<file path="src/rtl/video_framer_regs.svh">
// register offsets, field positions, reset values and timing counts
`ifndef VIDEO_FRAMER_REGS_SVH
`define VIDEO_FRAMER_REGS_SVH
`define ADDR_LINK_FORMAT 8'h00
`define ADDR_SPREAD_SEL 8'h04
`define ADDR_EDGE_FILTER 8'h10
`define ADDR_DRIVE_BOOST 8'h30
`define ADDR_STATUS 8'h38
`define ADDR_GPIO_CTRL 8'h3C
`define RST_LINK_FORMAT 8'hB5
`define RST_SPREAD_SEL 8'h1F
`define RST_EDGE_FILTER 8'h28
`define RST_DRIVE_BOOST 8'hE0
`define FMT_PAR_BIT 3
`define EDGE_VSYNC_BIT 7
`define EDGE_CLK_BIT 5
`define EDGE_BYPASS_BIT 2
`define HSK_SHORT 16'h0222
`define HSK_LONG 16'h0442
`define SYNC_HOLD_CYC 4'h8
`endif

</file>
<file path="src/rtl/video_framer_pkg.sv">
// types shared by the serial word framer
package video_framer_pkg;
  typedef enum logic [1:0] {
    st_video,
    st_control,
    st_handshake
  } link_phase_t;
endpackage

</file>
<file path="src/rtl/video_serial_word_framer.sv">
// serial word framer with axi4-lite configuration registers
// Function
// shift serial words out lsb first
// 18-bit width: coding, sync, sixteen data
// narrower widths give shorter words same order
// parity 16-bit: parity pair leads 20-bit word
// parity narrower widths: parity pair then rest
// bit clock equals pixel clock times length
// host reprograms range on both ends together
// pixel clock range field decode
// serial rate range field decode
// host keeps bit rate under 840 mbps
// width field decode, 1xx means eighteen
// serializer spread field decode
// host limits spread at high pixel range
// host enables spread on one end only
// far end follows applied spread
// control traffic never spread modulated
// far end output spread field decode
// bypass bit disables jitter filter
// boost drive only on transitions
// edge bit picks input latch edge
// control phase starts on vsync active edge
// far end hsync polarity programmable
// gpio 8,9 always; 0-7 when width frees
// unavailable gpio bits have no effect
// source holds sync eight cycles after edge
// handshake of 546 or 1090 words before video
`include "video_framer_regs.svh"
`default_nettype none
module video_serial_word_framer
  import video_framer_pkg::*;
#(
  parameter int unsigned HSK_WORDS = 1090, // long handshake length
  parameter int unsigned CTRL_WORDS = 64 // idle words of control phase
) (
  input wire logic mclk_i, // bit clock, twenty times word rate max
  input wire logic reset_n_i, // synchronous, active low
  input wire logic pclk_pin_i, // pixel clock pin, sampled
  input wire logic hsync_i, // horizontal sync pin
  input wire logic vsync_i, // vertical sync pin
  input wire logic [15:0] data_i, // parallel video pins
  input wire logic [9:0] gpio_in_i, // gpio pins in
  input wire logic [31:0] s_axi_awaddr, // axi write address
  input wire logic s_axi_awvalid,
  output logic s_axi_awready,
  input wire logic [31:0] s_axi_wdata,
  input wire logic [3:0] s_axi_wstrb,
  input wire logic s_axi_wvalid,
  output logic s_axi_wready,
  output logic [1:0] s_axi_bresp,
  output logic s_axi_bvalid,
  input wire logic s_axi_bready,
  input wire logic [31:0] s_axi_araddr,
  input wire logic s_axi_arvalid,
  output logic s_axi_arready,
  output logic [31:0] s_axi_rdata,
  output logic [1:0] s_axi_rresp,
  output logic s_axi_rvalid,
  input wire logic s_axi_rready,
  output logic serial_out_positive_o, // differential pair, true
  output logic serial_out_negative_o, // differential pair, inverted
  output logic boost_o, // preemphasis active this bit
  output logic [2:0] boost_level_o, // preemphasis level
  output logic [2:0] spread_code_o, // modulation code to analog
  output logic filter_bypass_o, // jitter filter pll bypass
  output logic [9:0] gpio_out_o, // gpio pins out
  output logic [9:0] gpio_oe_o, // gpio output enables
  output logic ctrl_phase_o, // control channel open
  output logic [4:0] word_len_o // active serial word length
);
  initial begin
    if (HSK_WORDS < 1 || HSK_WORDS > 65535 || CTRL_WORDS < 1 ||
        CTRL_WORDS > 65535) begin
      $error("framer parameters out of range");
    end
  end
  // ----------------------------------------------------------------
  // decode helpers
  // ----------------------------------------------------------------
  // data width in bits (without sync) from width field
  function automatic logic [4:0] data_bits(input logic [2:0] code);
    if (code[2]) begin
      data_bits = 5'd16;
    end else begin
      data_bits = 5'd8 + {1'b0, code[1:0], 1'b0};
    end
  endfunction
  // serial length: data + sync + coding, parity trades two data bits at 16-bit width, else adds two bits
  function automatic logic [4:0] ser_len(input logic [2:0] code,
                                         input logic par);
    logic [4:0] n;
    n = data_bits(code) + 5'd4;
    if (par && n > 5'd18) begin
      ser_len = 5'd20;
    end else if (par) begin
      ser_len = n + 5'd2;
    end else begin
      ser_len = n;
    end
  endfunction
  // ----------------------------------------------------------------
  // registers
  // ----------------------------------------------------------------
  logic [7:0] fmt_q; // range, rate, parity, width fields
  logic [7:0] spread_q; // spread field in [7:5]
  logic [7:0] edge_q; // edge polarity and filter bypass
  logic [7:0] boost_q; // preemphasis level in [7:5]
  logic [9:0] gpio_dir_q; // gpio direction, one is output
  logic [9:0] gpio_val_q; // gpio output values
  logic aw_hold_q, w_hold_q; // write channel captured
  logic [7:0] aw_q; // captured write address
  logic [31:0] w_q; // captured write data
  logic [3:0] ws_q; // captured strobes
  link_phase_t phase_q;
  logic [9:0] gpio_avail; // usable gpio mask
  logic [4:0] dbits; // current data width
  logic [9:0] gpio_in_s; // synced gpio inputs, for status
  logic load; // shifter wants the next word
  assign dbits = data_bits(fmt_q[2:0]);
  // pins 0-7 share data inputs 8-15; free above used data, or above two fewer data bits when parity is on
  always_comb begin
    gpio_avail = 10'h300;
    for (int i = 0; i < 8; i++) begin
      if (5'(i + 8) >= dbits - (fmt_q[`FMT_PAR_BIT] ? 5'd2 : 5'd0)) begin
        gpio_avail[i] = 1'b1;
      end
    end
  end
  // write address and data may arrive in either order
  always_ff @(posedge mclk_i) begin
    if (!reset_n_i) begin
      aw_hold_q <= 1'b0;
      w_hold_q <= 1'b0;
      aw_q <= 8'h00;
      w_q <= 32'h0000_0000;
      ws_q <= 4'h0;
    end else if (aw_hold_q && w_hold_q && !s_axi_bvalid) begin
      aw_hold_q <= 1'b0; // commit cycle
      w_hold_q <= 1'b0;
    end else begin
      if (s_axi_awvalid && s_axi_awready) begin
        aw_hold_q <= 1'b1;
        aw_q <= s_axi_awaddr[7:0];
      end
      if (s_axi_wvalid && s_axi_wready) begin
        w_hold_q <= 1'b1;
        w_q <= s_axi_wdata;
        ws_q <= s_axi_wstrb;
      end
    end
  end
  assign s_axi_awready = !aw_hold_q && !s_axi_bvalid;
  assign s_axi_wready = !w_hold_q && !s_axi_bvalid;
  // register commit and write response
  always_ff @(posedge mclk_i) begin
    if (!reset_n_i) begin
      fmt_q <= `RST_LINK_FORMAT;
      spread_q <= `RST_SPREAD_SEL;
      edge_q <= `RST_EDGE_FILTER;
      boost_q <= `RST_DRIVE_BOOST;
      gpio_dir_q <= 10'h000;
      gpio_val_q <= 10'h000;
      s_axi_bvalid <= 1'b0;
      s_axi_bresp <= 2'b00;
    end else if (aw_hold_q && w_hold_q && !s_axi_bvalid) begin
      s_axi_bvalid <= 1'b1;
      s_axi_bresp <= 2'b00;
      if (!ws_q[0]) begin
        s_axi_bresp <= 2'b00; // no lane, nothing stored
      end else if (aw_q == `ADDR_LINK_FORMAT) begin
        fmt_q <= w_q[7:0];
      end else if (aw_q == `ADDR_SPREAD_SEL) begin
        spread_q <= w_q[7:0];
      end else if (aw_q == `ADDR_EDGE_FILTER) begin
        edge_q <= w_q[7:0];
      end else if (aw_q == `ADDR_DRIVE_BOOST) begin
        boost_q <= w_q[7:0];
      end else if (aw_q == `ADDR_GPIO_CTRL) begin
        gpio_val_q <= w_q[9:0];
        gpio_dir_q <= w_q[25:16];
      end else if (aw_q != `ADDR_STATUS) begin
        s_axi_bresp <= 2'b10; // unmapped slot
      end
    end else if (s_axi_bvalid && s_axi_bready) begin
      s_axi_bvalid <= 1'b0;
    end
  end
  // read channel, one cycle after address
  always_ff @(posedge mclk_i) begin
    if (!reset_n_i) begin
      s_axi_rvalid <= 1'b0;
      s_axi_rdata <= 32'h0000_0000;
      s_axi_rresp <= 2'b00;
    end else if (s_axi_arvalid && s_axi_arready) begin
      s_axi_rvalid <= 1'b1;
      s_axi_rresp <= 2'b00;
      if (s_axi_araddr[7:0] == `ADDR_LINK_FORMAT) begin
        s_axi_rdata <= {24'h00_0000, fmt_q};
      end else if (s_axi_araddr[7:0] == `ADDR_SPREAD_SEL) begin
        s_axi_rdata <= {24'h00_0000, spread_q};
      end else if (s_axi_araddr[7:0] == `ADDR_EDGE_FILTER) begin
        s_axi_rdata <= {24'h00_0000, edge_q};
      end else if (s_axi_araddr[7:0] == `ADDR_DRIVE_BOOST) begin
        s_axi_rdata <= {24'h00_0000, boost_q};
      end else if (s_axi_araddr[7:0] == `ADDR_STATUS) begin
        s_axi_rdata <= {15'h0000, gpio_in_s,
          ser_len(fmt_q[2:0], fmt_q[`FMT_PAR_BIT]), phase_q};
      end else if (s_axi_araddr[7:0] == `ADDR_GPIO_CTRL) begin
        s_axi_rdata <= {6'h00, gpio_dir_q, 6'h00, gpio_val_q};
      end else begin
        s_axi_rdata <= 32'h0000_0000;
        s_axi_rresp <= 2'b10; // unmapped slot
      end
    end else if (s_axi_rvalid && s_axi_rready) begin
      s_axi_rvalid <= 1'b0;
    end
  end
  assign s_axi_arready = !s_axi_rvalid;
  // ----------------------------------------------------------------
  // pin synchronisers
  // ----------------------------------------------------------------
  logic [28:0] sync1_q, sync2_q; // clk, hs, vs, data, gpio
  always_ff @(posedge mclk_i) begin
    if (!reset_n_i) begin
      sync1_q <= '0;
      sync2_q <= '0;
    end else begin
      sync1_q <= {pclk_pin_i, hsync_i, vsync_i, data_i, gpio_in_i};
      sync2_q <= sync1_q;
    end
  end
  assign gpio_in_s = sync2_q[9:0];
  // ----------------------------------------------------------------
  // pixel edge capture and word build
  // ----------------------------------------------------------------
  logic pclk_d_q, vs_d_q; // delayed synced levels
  logic pix_edge; // selected pixel clock edge
  logic vs_active; // selected vsync active edge
  logic [19:0] word_d; // word being framed
  logic [19:0] cap_q; // captured framed word
  logic cap_v_q; // capture pending for shifter
  logic [4:0] len;
  logic pclk_s, vs_s;
  assign pclk_s = sync2_q[28];
  assign vs_s = sync2_q[26];
  assign len = ser_len(fmt_q[2:0], fmt_q[`FMT_PAR_BIT]);
  assign pix_edge = edge_q[`EDGE_CLK_BIT] ? (pclk_s && !pclk_d_q)
                                          : (!pclk_s && pclk_d_q);
  assign vs_active = edge_q[`EDGE_VSYNC_BIT] ? (vs_s && !vs_d_q)
                                             : (!vs_s && vs_d_q);
  // coding bits alternate per word for dc balance
  logic code_q;
  always_comb begin
    logic [19:0] body;
    logic [17:0] sent; // sent bits only: far end cannot see the rest
    body = {sync2_q[25:10], sync2_q[26], sync2_q[27], ~code_q, code_q};
    sent = body[17:0] & ((18'h1 << (len - 5'd2)) - 18'h1);
    if (fmt_q[`FMT_PAR_BIT]) begin
      word_d = {body[17:0], ~(^sent), ^sent};
    end else begin
      word_d = body;
    end
  end
  always_ff @(posedge mclk_i) begin
    if (!reset_n_i) begin
      pclk_d_q <= 1'b0;
      vs_d_q <= 1'b0;
      cap_q <= 20'h0_0000;
      cap_v_q <= 1'b0;
      code_q <= 1'b0;
    end else begin
      pclk_d_q <= pclk_s;
      vs_d_q <= vs_s;
      if (pix_edge) begin
        cap_q <= word_d;
        cap_v_q <= 1'b1;
        code_q <= ~code_q;
      end else if (load) begin
        cap_v_q <= 1'b0;
      end
    end
  end
  // ----------------------------------------------------------------
  // shifter: len bits per word, lsb first
  // ----------------------------------------------------------------
  logic [19:0] sh_q; // shift register
  logic [4:0] bit_q; // bits left in word
  logic prev_q; // last bit sent, for boost
  logic [15:0] wcnt_q; // word counter in control or handshake
  assign load = (bit_q <= 5'd1);
  always_ff @(posedge mclk_i) begin
    if (!reset_n_i) begin
      sh_q <= 20'h0_0000;
      bit_q <= 5'd0;
      prev_q <= 1'b0;
      serial_out_positive_o <= 1'b0;
      serial_out_negative_o <= 1'b1;
      boost_o <= 1'b0;
    end else begin
      if (load) begin
        // handshake and control send alternating fill, no video
        sh_q <= (phase_q == st_video && cap_v_q) ? cap_q : 20'h5_5555;
        bit_q <= len;
      end else begin
        sh_q <= {1'b0, sh_q[19:1]};
        bit_q <= bit_q - 5'd1;
      end
      serial_out_positive_o <= sh_q[0];
      serial_out_negative_o <= ~sh_q[0];
      prev_q <= sh_q[0];
      boost_o <= (sh_q[0] != prev_q);
    end
  end
  // ----------------------------------------------------------------
  // link phase
  // ----------------------------------------------------------------
  always_ff @(posedge mclk_i) begin
    if (!reset_n_i) begin
      phase_q <= st_video;
      wcnt_q <= 16'h0000;
    end else begin
      case (phase_q)
        st_video: begin
          if (vs_active) begin
            phase_q <= st_control;
            wcnt_q <= 16'h0000;
          end
        end
        st_control: begin
          if (load && wcnt_q == 16'(CTRL_WORDS - 1)) begin
            phase_q <= st_handshake;
            wcnt_q <= 16'h0000;
          end else if (load) begin
            wcnt_q <= wcnt_q + 16'h0001;
          end
        end
        default: begin
          if (load && wcnt_q == 16'(HSK_WORDS - 1)) begin
            phase_q <= st_video;
          end else if (load) begin
            wcnt_q <= wcnt_q + 16'h0001;
          end
        end
      endcase
    end
  end
  // ----------------------------------------------------------------
  // analog-side controls and gpio
  // ----------------------------------------------------------------
  always_ff @(posedge mclk_i) begin
    if (!reset_n_i) begin
      spread_code_o <= 3'h0;
      filter_bypass_o <= 1'b0;
      boost_level_o <= 3'h7;
      gpio_out_o <= 10'h000;
      gpio_oe_o <= 10'h000;
      ctrl_phase_o <= 1'b0;
      word_len_o <= 5'd20;
    end else begin
      // codes 000 and 100 both mean off
      spread_code_o <= (phase_q != st_video || spread_q[6:5] == 2'b00)
                     ? 3'h0 : spread_q[7:5];
      filter_bypass_o <= edge_q[`EDGE_BYPASS_BIT];
      boost_level_o <= boost_q[7:5];
      gpio_out_o <= gpio_val_q & gpio_avail;
      gpio_oe_o <= gpio_dir_q & gpio_avail;
      ctrl_phase_o <= (phase_q != st_video);
      word_len_o <= len;
    end
  end
  // ----------------------------------------------------------------
  // assertions
  // ----------------------------------------------------------------
  len_legal_a: assert property (@(posedge mclk_i) disable iff (!reset_n_i)
    len inside {5'd12, 5'd14, 5'd16, 5'd18, 5'd20})
    else $error("illegal word length");
  lsb_first_a: assert property (@(posedge mclk_i) disable iff (!reset_n_i)
    !load |=> serial_out_positive_o == $past(sh_q[0]))
    else $error("bit order wrong");
  gpio_mask_a: assert property (@(posedge mclk_i) disable iff (!reset_n_i)
    (fmt_q[2] && !fmt_q[`FMT_PAR_BIT]) |=> gpio_oe_o[7:0] == 8'h00)
    else $error("unavailable gpio driven");
  gpio_fixed_a: assert property (@(posedge mclk_i) disable iff (!reset_n_i)
    gpio_avail[9:8] == 2'b11)
    else $error("gpio 8 or 9 missing");
  spread_ctrl_a: assert property (@(posedge mclk_i) disable iff (!reset_n_i)
    ##1 $past(phase_q) != st_video |-> spread_code_o == 3'h0)
    else $error("spread in control phase");
  vs_enter_a: assert property (@(posedge mclk_i) disable iff (!reset_n_i)
    (phase_q == st_video && vs_active) |=> phase_q == st_control)
    else $error("no control entry");
  bypass_a: assert property (@(posedge mclk_i) disable iff (!reset_n_i)
    ##1 filter_bypass_o == $past(edge_q[`EDGE_BYPASS_BIT]))
    else $error("bypass not following");
  boost_a: assert property (@(posedge mclk_i) disable iff (!reset_n_i)
    boost_o |-> serial_out_positive_o != $past(serial_out_positive_o))
    else $error("boost without transition");
endmodule
`default_nettype wire

</file>
<file path="config.mk">
export PLATFORM = sky130hd
export DESIGN_NAME = video_serial_word_framer
export DESIGN_NICKNAME = d
export VERILOG_FILES = /design/src/rtl/video_framer_pkg.sv /design/src/rtl/video_serial_word_framer.sv
export VERILOG_INCLUDE_DIRS = /design/src /design/src/rtl
export SDC_FILE = /design/constraint.sdc
export NUM_CORES = 1
export LEC_CHECK = 0
export ABC_AREA = 1
export BUFFER_PORTS_ARGS = -buffer_cell sky130_fd_sc_hd__buf_2
export CAP_MARGIN = 40
export CORE_MARGIN = 2
export CORE_UTILIZATION = 40
export CTS_BUF_LIST = sky130_fd_sc_hd__clkbuf_4 sky130_fd_sc_hd__clkbuf_8
export DETAILED_ROUTE_END_ITERATION = 10
export GPL_TIMING_DRIVEN = 1
export HOLD_SLACK_MARGIN = 0.1
export PLACE_DENSITY = 0.7
export SLEW_MARGIN = 20
export SYNTH_ARGS = -nofsm -noshare
export SYNTH_HDL_FRONTEND = slang
export SYNTH_SLANG_ARGS = --single-unit
</file>
<file path="constraint.sdc">
create_clock -name mclk_i -period 3.3 [get_ports mclk_i]
set_input_delay 0.495 -clock mclk_i [delete_from_list [all_inputs] [get_ports mclk_i]]
set_output_delay 0.495 -clock mclk_i [all_outputs]
set_load 0.01 [all_outputs]
</file>
==> impl_metrics.csv <==
group,metric,value,unit
synthesis,yosys.area_share.adder,0.009280,
clock_network,post-cts-setup-buffers,0,
cells_and_area,area_growth,21.33,%
global_route,grt_overflow,0,
clock_network,clock_sinks,273,
synthesis,yosysSeqAreaShare,0.5067,
power_and_ir_drop,leakage,6.089,nW
timing,hold_viol,0,
synthesis,synth.avg_cell_area,7.760,um^2
timing,min_period_over_period,0.9273,
synthesis,synth-async-reset-ratio,0,
synthesis,synth_area,10790,um^2
synthesis,synth_area_leaders,"dfxtp_1 51%, nand2_1 10%, inv_1 7.0%",
clock_network,clock_path_buffers,3,
synthesis,synthSimpleGateAreaFrac,0.2168,
floorplan,die_w,168.2,um
global_route,grt_pass1_wl,43630,um
detailed_routing,drc_errors,0,
global_route,grt_max_degree,100,
outcome,outcome,"finished clean",
clock_network,insertion_delay,570,ps
setup_path,rr_endpoint,"cap_q[0]$_SDFFE_PN0P_",
worst_hold_path,hold_depth,3,
setup_path,critical_path.max_fanout,4,
setup_path,critPathLaunchType,"flip-flop",
job,cap_violations,0,
floorplan,coreArea,26730,um^2
synthesis,ys_seq_elements,273,
clock_network,numCtsBuffers,45,
setup_path,critical_path.max_stage_delay,340,ps
synthesis,synth_top_area_frac,0.5067,
setup_path,critPathSlowestCell,"dfxtp_1",
setup_path,cp-end-kind,"flip-flop",
synthesis,synth.mux.area_fraction,0,
worst_hold_path,worstHoldStart,"data_i[9]",
synthesis,yosysTopAreaCell,"dfxtp_1",
power_and_ir_drop,power,7.566,mW
timing,finalSetupViolations,0,
floorplan,initial_core_util,0.4036,
global_route,grt.total_usage,0.1859,
timing,timing.fmax,326.8,MHz
cells_and_area,regArea,5466,um^2
cells_and_area,layout_commonest_cell,"nand2_1",
cells_and_area,insertedDiodeCount,0,
detailed_routing,ant_nets,0,
clock_network,cts_tree,"yes",
cells_and_area,drive_gt1_frac,0.1900,
global_route,grt_pass1_vias,8937,
synthesis,synth_top_family_by_area,"simple AND/OR/NAND/NOR gates",
floorplan,die_area,28300,um^2
setup_path,worst_path_most_repeated_cell,"nand2_1",
synthesis,synth_edf_count,0,
detailed_routing,dr.pass1.iters,5,
timing,worst-slew-pin-transition,877.6,ps
synthesis,synthXorXnorAreaFrac,0.007308,
cells_and_area,fillers,2542,
detailed_routing,num_vias,9409,
synthesis,synth_compound_area_frac,0.1562,
synthesis,ys_types,56,
timing,worst_clock_skew,52.13,ps
clock_network,htreeDepth,2,
cells_and_area,multiInputGateArea,4290,um^2
synthesis,synth_ff_type,"dfxtp_1",
synthesis,syn_inst,1390,
setup_path,rrSetupSlack,240,ps
global_route,antenna_found_initial,0,
setup_path,critPathKind,"reg -> reg",
placement,dpl.hpwl,18590,um
timing,fin_hold_ws,126.1,ps
setup_path,reg2regPathDepth,28,
setup_path,crit_arrival,3440,ps
detailed_routing,drt_iter0_drc,553,
placement,gp_congestion,0.8591,
detailed_routing,vias_per_cell,4.860,
clock_network,clock-root-buffer,"clkbuf_8",
detailed_routing,wirelength,26670,um
placement,port-buffer-count,140,
detailed_routing,wl_per_cell,13.77,um
floorplan,rows,60,
cells_and_area,fin_nets,1709,
timing,drv_slew,0,
floorplan,dieHeight,168.2,um
timing,slew_headroom,0.4104,
setup_path,worstReg2RegStart,"fmt_q[1]$_SDFFE_PN0P_",
power_and_ir_drop,peakVddDrop,345.1,uV
floorplan,ioPinCount,213,
clock_network,clk_pin_slew,60,ps
worst_hold_path,hold-path-endpoint,"sync1_q[19]$_SDFF_PN0_",
worst_hold_path,worstHoldPathType,"in -> reg",
power_and_ir_drop,p_per_area,578.1,nW/um^2
cells_and_area,mostFrequentLayoutCells,"290 x nand2_1, 272 x dfxtp_1, 200 x inv_1",
synthesis,yosysWarnings,0,
timing,layout_min_cycle_time,3060,ps
setup_path,cp_data_required_time,3680,ps
cell families after synthesis:
group	Yosys count
simple gates	521
compound gates	296
buf+inv	282
flops	273
xor+xnor	9
fa+ha+maj	8
other cells	1
routing by layer:
metal	share of wire	up-vias	track usage
met5	0	-	0
met4	0.023	0	0.05622
met3	0.064	52	0.03996
met2	0.44	249	0.2983
met1	0.47	4299	0.2517
li1	-	4809	-
worst max-delay path: cells and delay by family, from the launching register on:
| family | cells | cell delay, ps |
|---|---|---|
| and+or+nand+nor | 19 | 1440 |
| adders and majority gates | 2 | 530 |
| DFF | 1 | 340 |
| buffers and inverters | 5 | 310 |
| xor gates and xnor gates | 1 | 200 |
| AOI/OAI and AO/OA | 1 | 50 |
flip-flops by register name, summed over array words and instances (netlist names), 10 cells and up:
| signal | count |
|---|---|
| w_q | 20 |
| wcnt_q | 16 |
| s_axi_rdata | 26 |
| gpio_oe_o | 10 |
| sync1_q | 29 |
| cap_q | 20 |
| gpio_dir_q | 10 |
| gpio_out_o | 10 |
| sh_q | 20 |
| sync2_q | 29 |
| gpio_val_q | 10 |
Yosys cell counts (4+ instances only):
cell type / n
o21ai_0: 121
nand4_1: 10
ha_1: 8
clkbuf_1: 49
a31oi_1: 17
nor2_1: 90
nand2_2: 8
buf_4: 10
inv_1: 202
nand3_1: 57
xnor2_1: 4
nor2_2: 6
or2_2: 4
nand2_1: 290
o211ai_1: 15
dfxtp_1: 273
a211oi_1: 6
o22ai_1: 12
inv_2: 9
nand3_2: 6
a21oi_1: 94
buf_1: 5
o31ai_1: 8
nor3_1: 28
a221oi_1: 4
xor2_1: 5
worst max-delay path by stage:
stage / from / endpoint / slack, ps
after floorplan: fmt_q[1]$_SDFFE_PN0P_ / cap_q[0]$_SDFFE_PN0P_ / 300
after global placement: fmt_q[2]$_SDFFE_PN1P_ / cap_q[0]$_SDFFE_PN0P_ / 230
after detailed placement: fmt_q[2]$_SDFFE_PN1P_ / cap_q[0]$_SDFFE_PN0P_ / 160
after CTS: fmt_q[2]$_SDFFE_PN1P_ / cap_q[0]$_SDFFE_PN0P_ / 100
after global routing: fmt_q[0]$_SDFFE_PN1P_ / cap_q[0]$_SDFFE_PN0P_ / -40
final: fmt_q[1]$_SDFFE_PN0P_ / cap_q[0]$_SDFFE_PN0P_ / 240
where the power goes:
part	internal [mW]	switching, mW
registers	3.52	0.102
clock network	1.78	1.31
logic	0.300	0.550
total	5.60	1.96
metrics by stage:
step | utilization | TNS (ps) | area [um^2] | cells | worst slack, ps
finish | 0.4897 | 0 | 13090 | 1936 | 240.0
global route | 0.4897 | -39.04 | 13090 | 1936 | -39.04
CTS | 0.4868 | 0 | 13010 | 1935 | 104.8
detailed placement | 0.4427 | 0 | 11830 | 1836 | 163.1
global placement | 0.4425 | 0 | 11830 | 1835 | 234.5
floorplan | - | 0 | 10820 | 1398 | 301.7
repair_timing:
item,in CTS,in global routing
endpoints found under the setup margin,0,2
gates resized for setup,0,10
hold buffers,22,0
hold endpoints to repair,22,0
final cells by class:
| cell class | count | share of cell area |
|---|---|---|
| clock buffers | 71 | 0.06749 |
| clock inverters | 6 | 0.005927 |
| inverters | 213 | 0.06109 |
| multi-input cells | 843 | 0.3278 |
| flip-flops and latches | 273 | 0.4177 |
| well taps | 341 | 0.03260 |
| repair buffers | 189 | 0.08738 |
(Power assumes the default switching activity.)
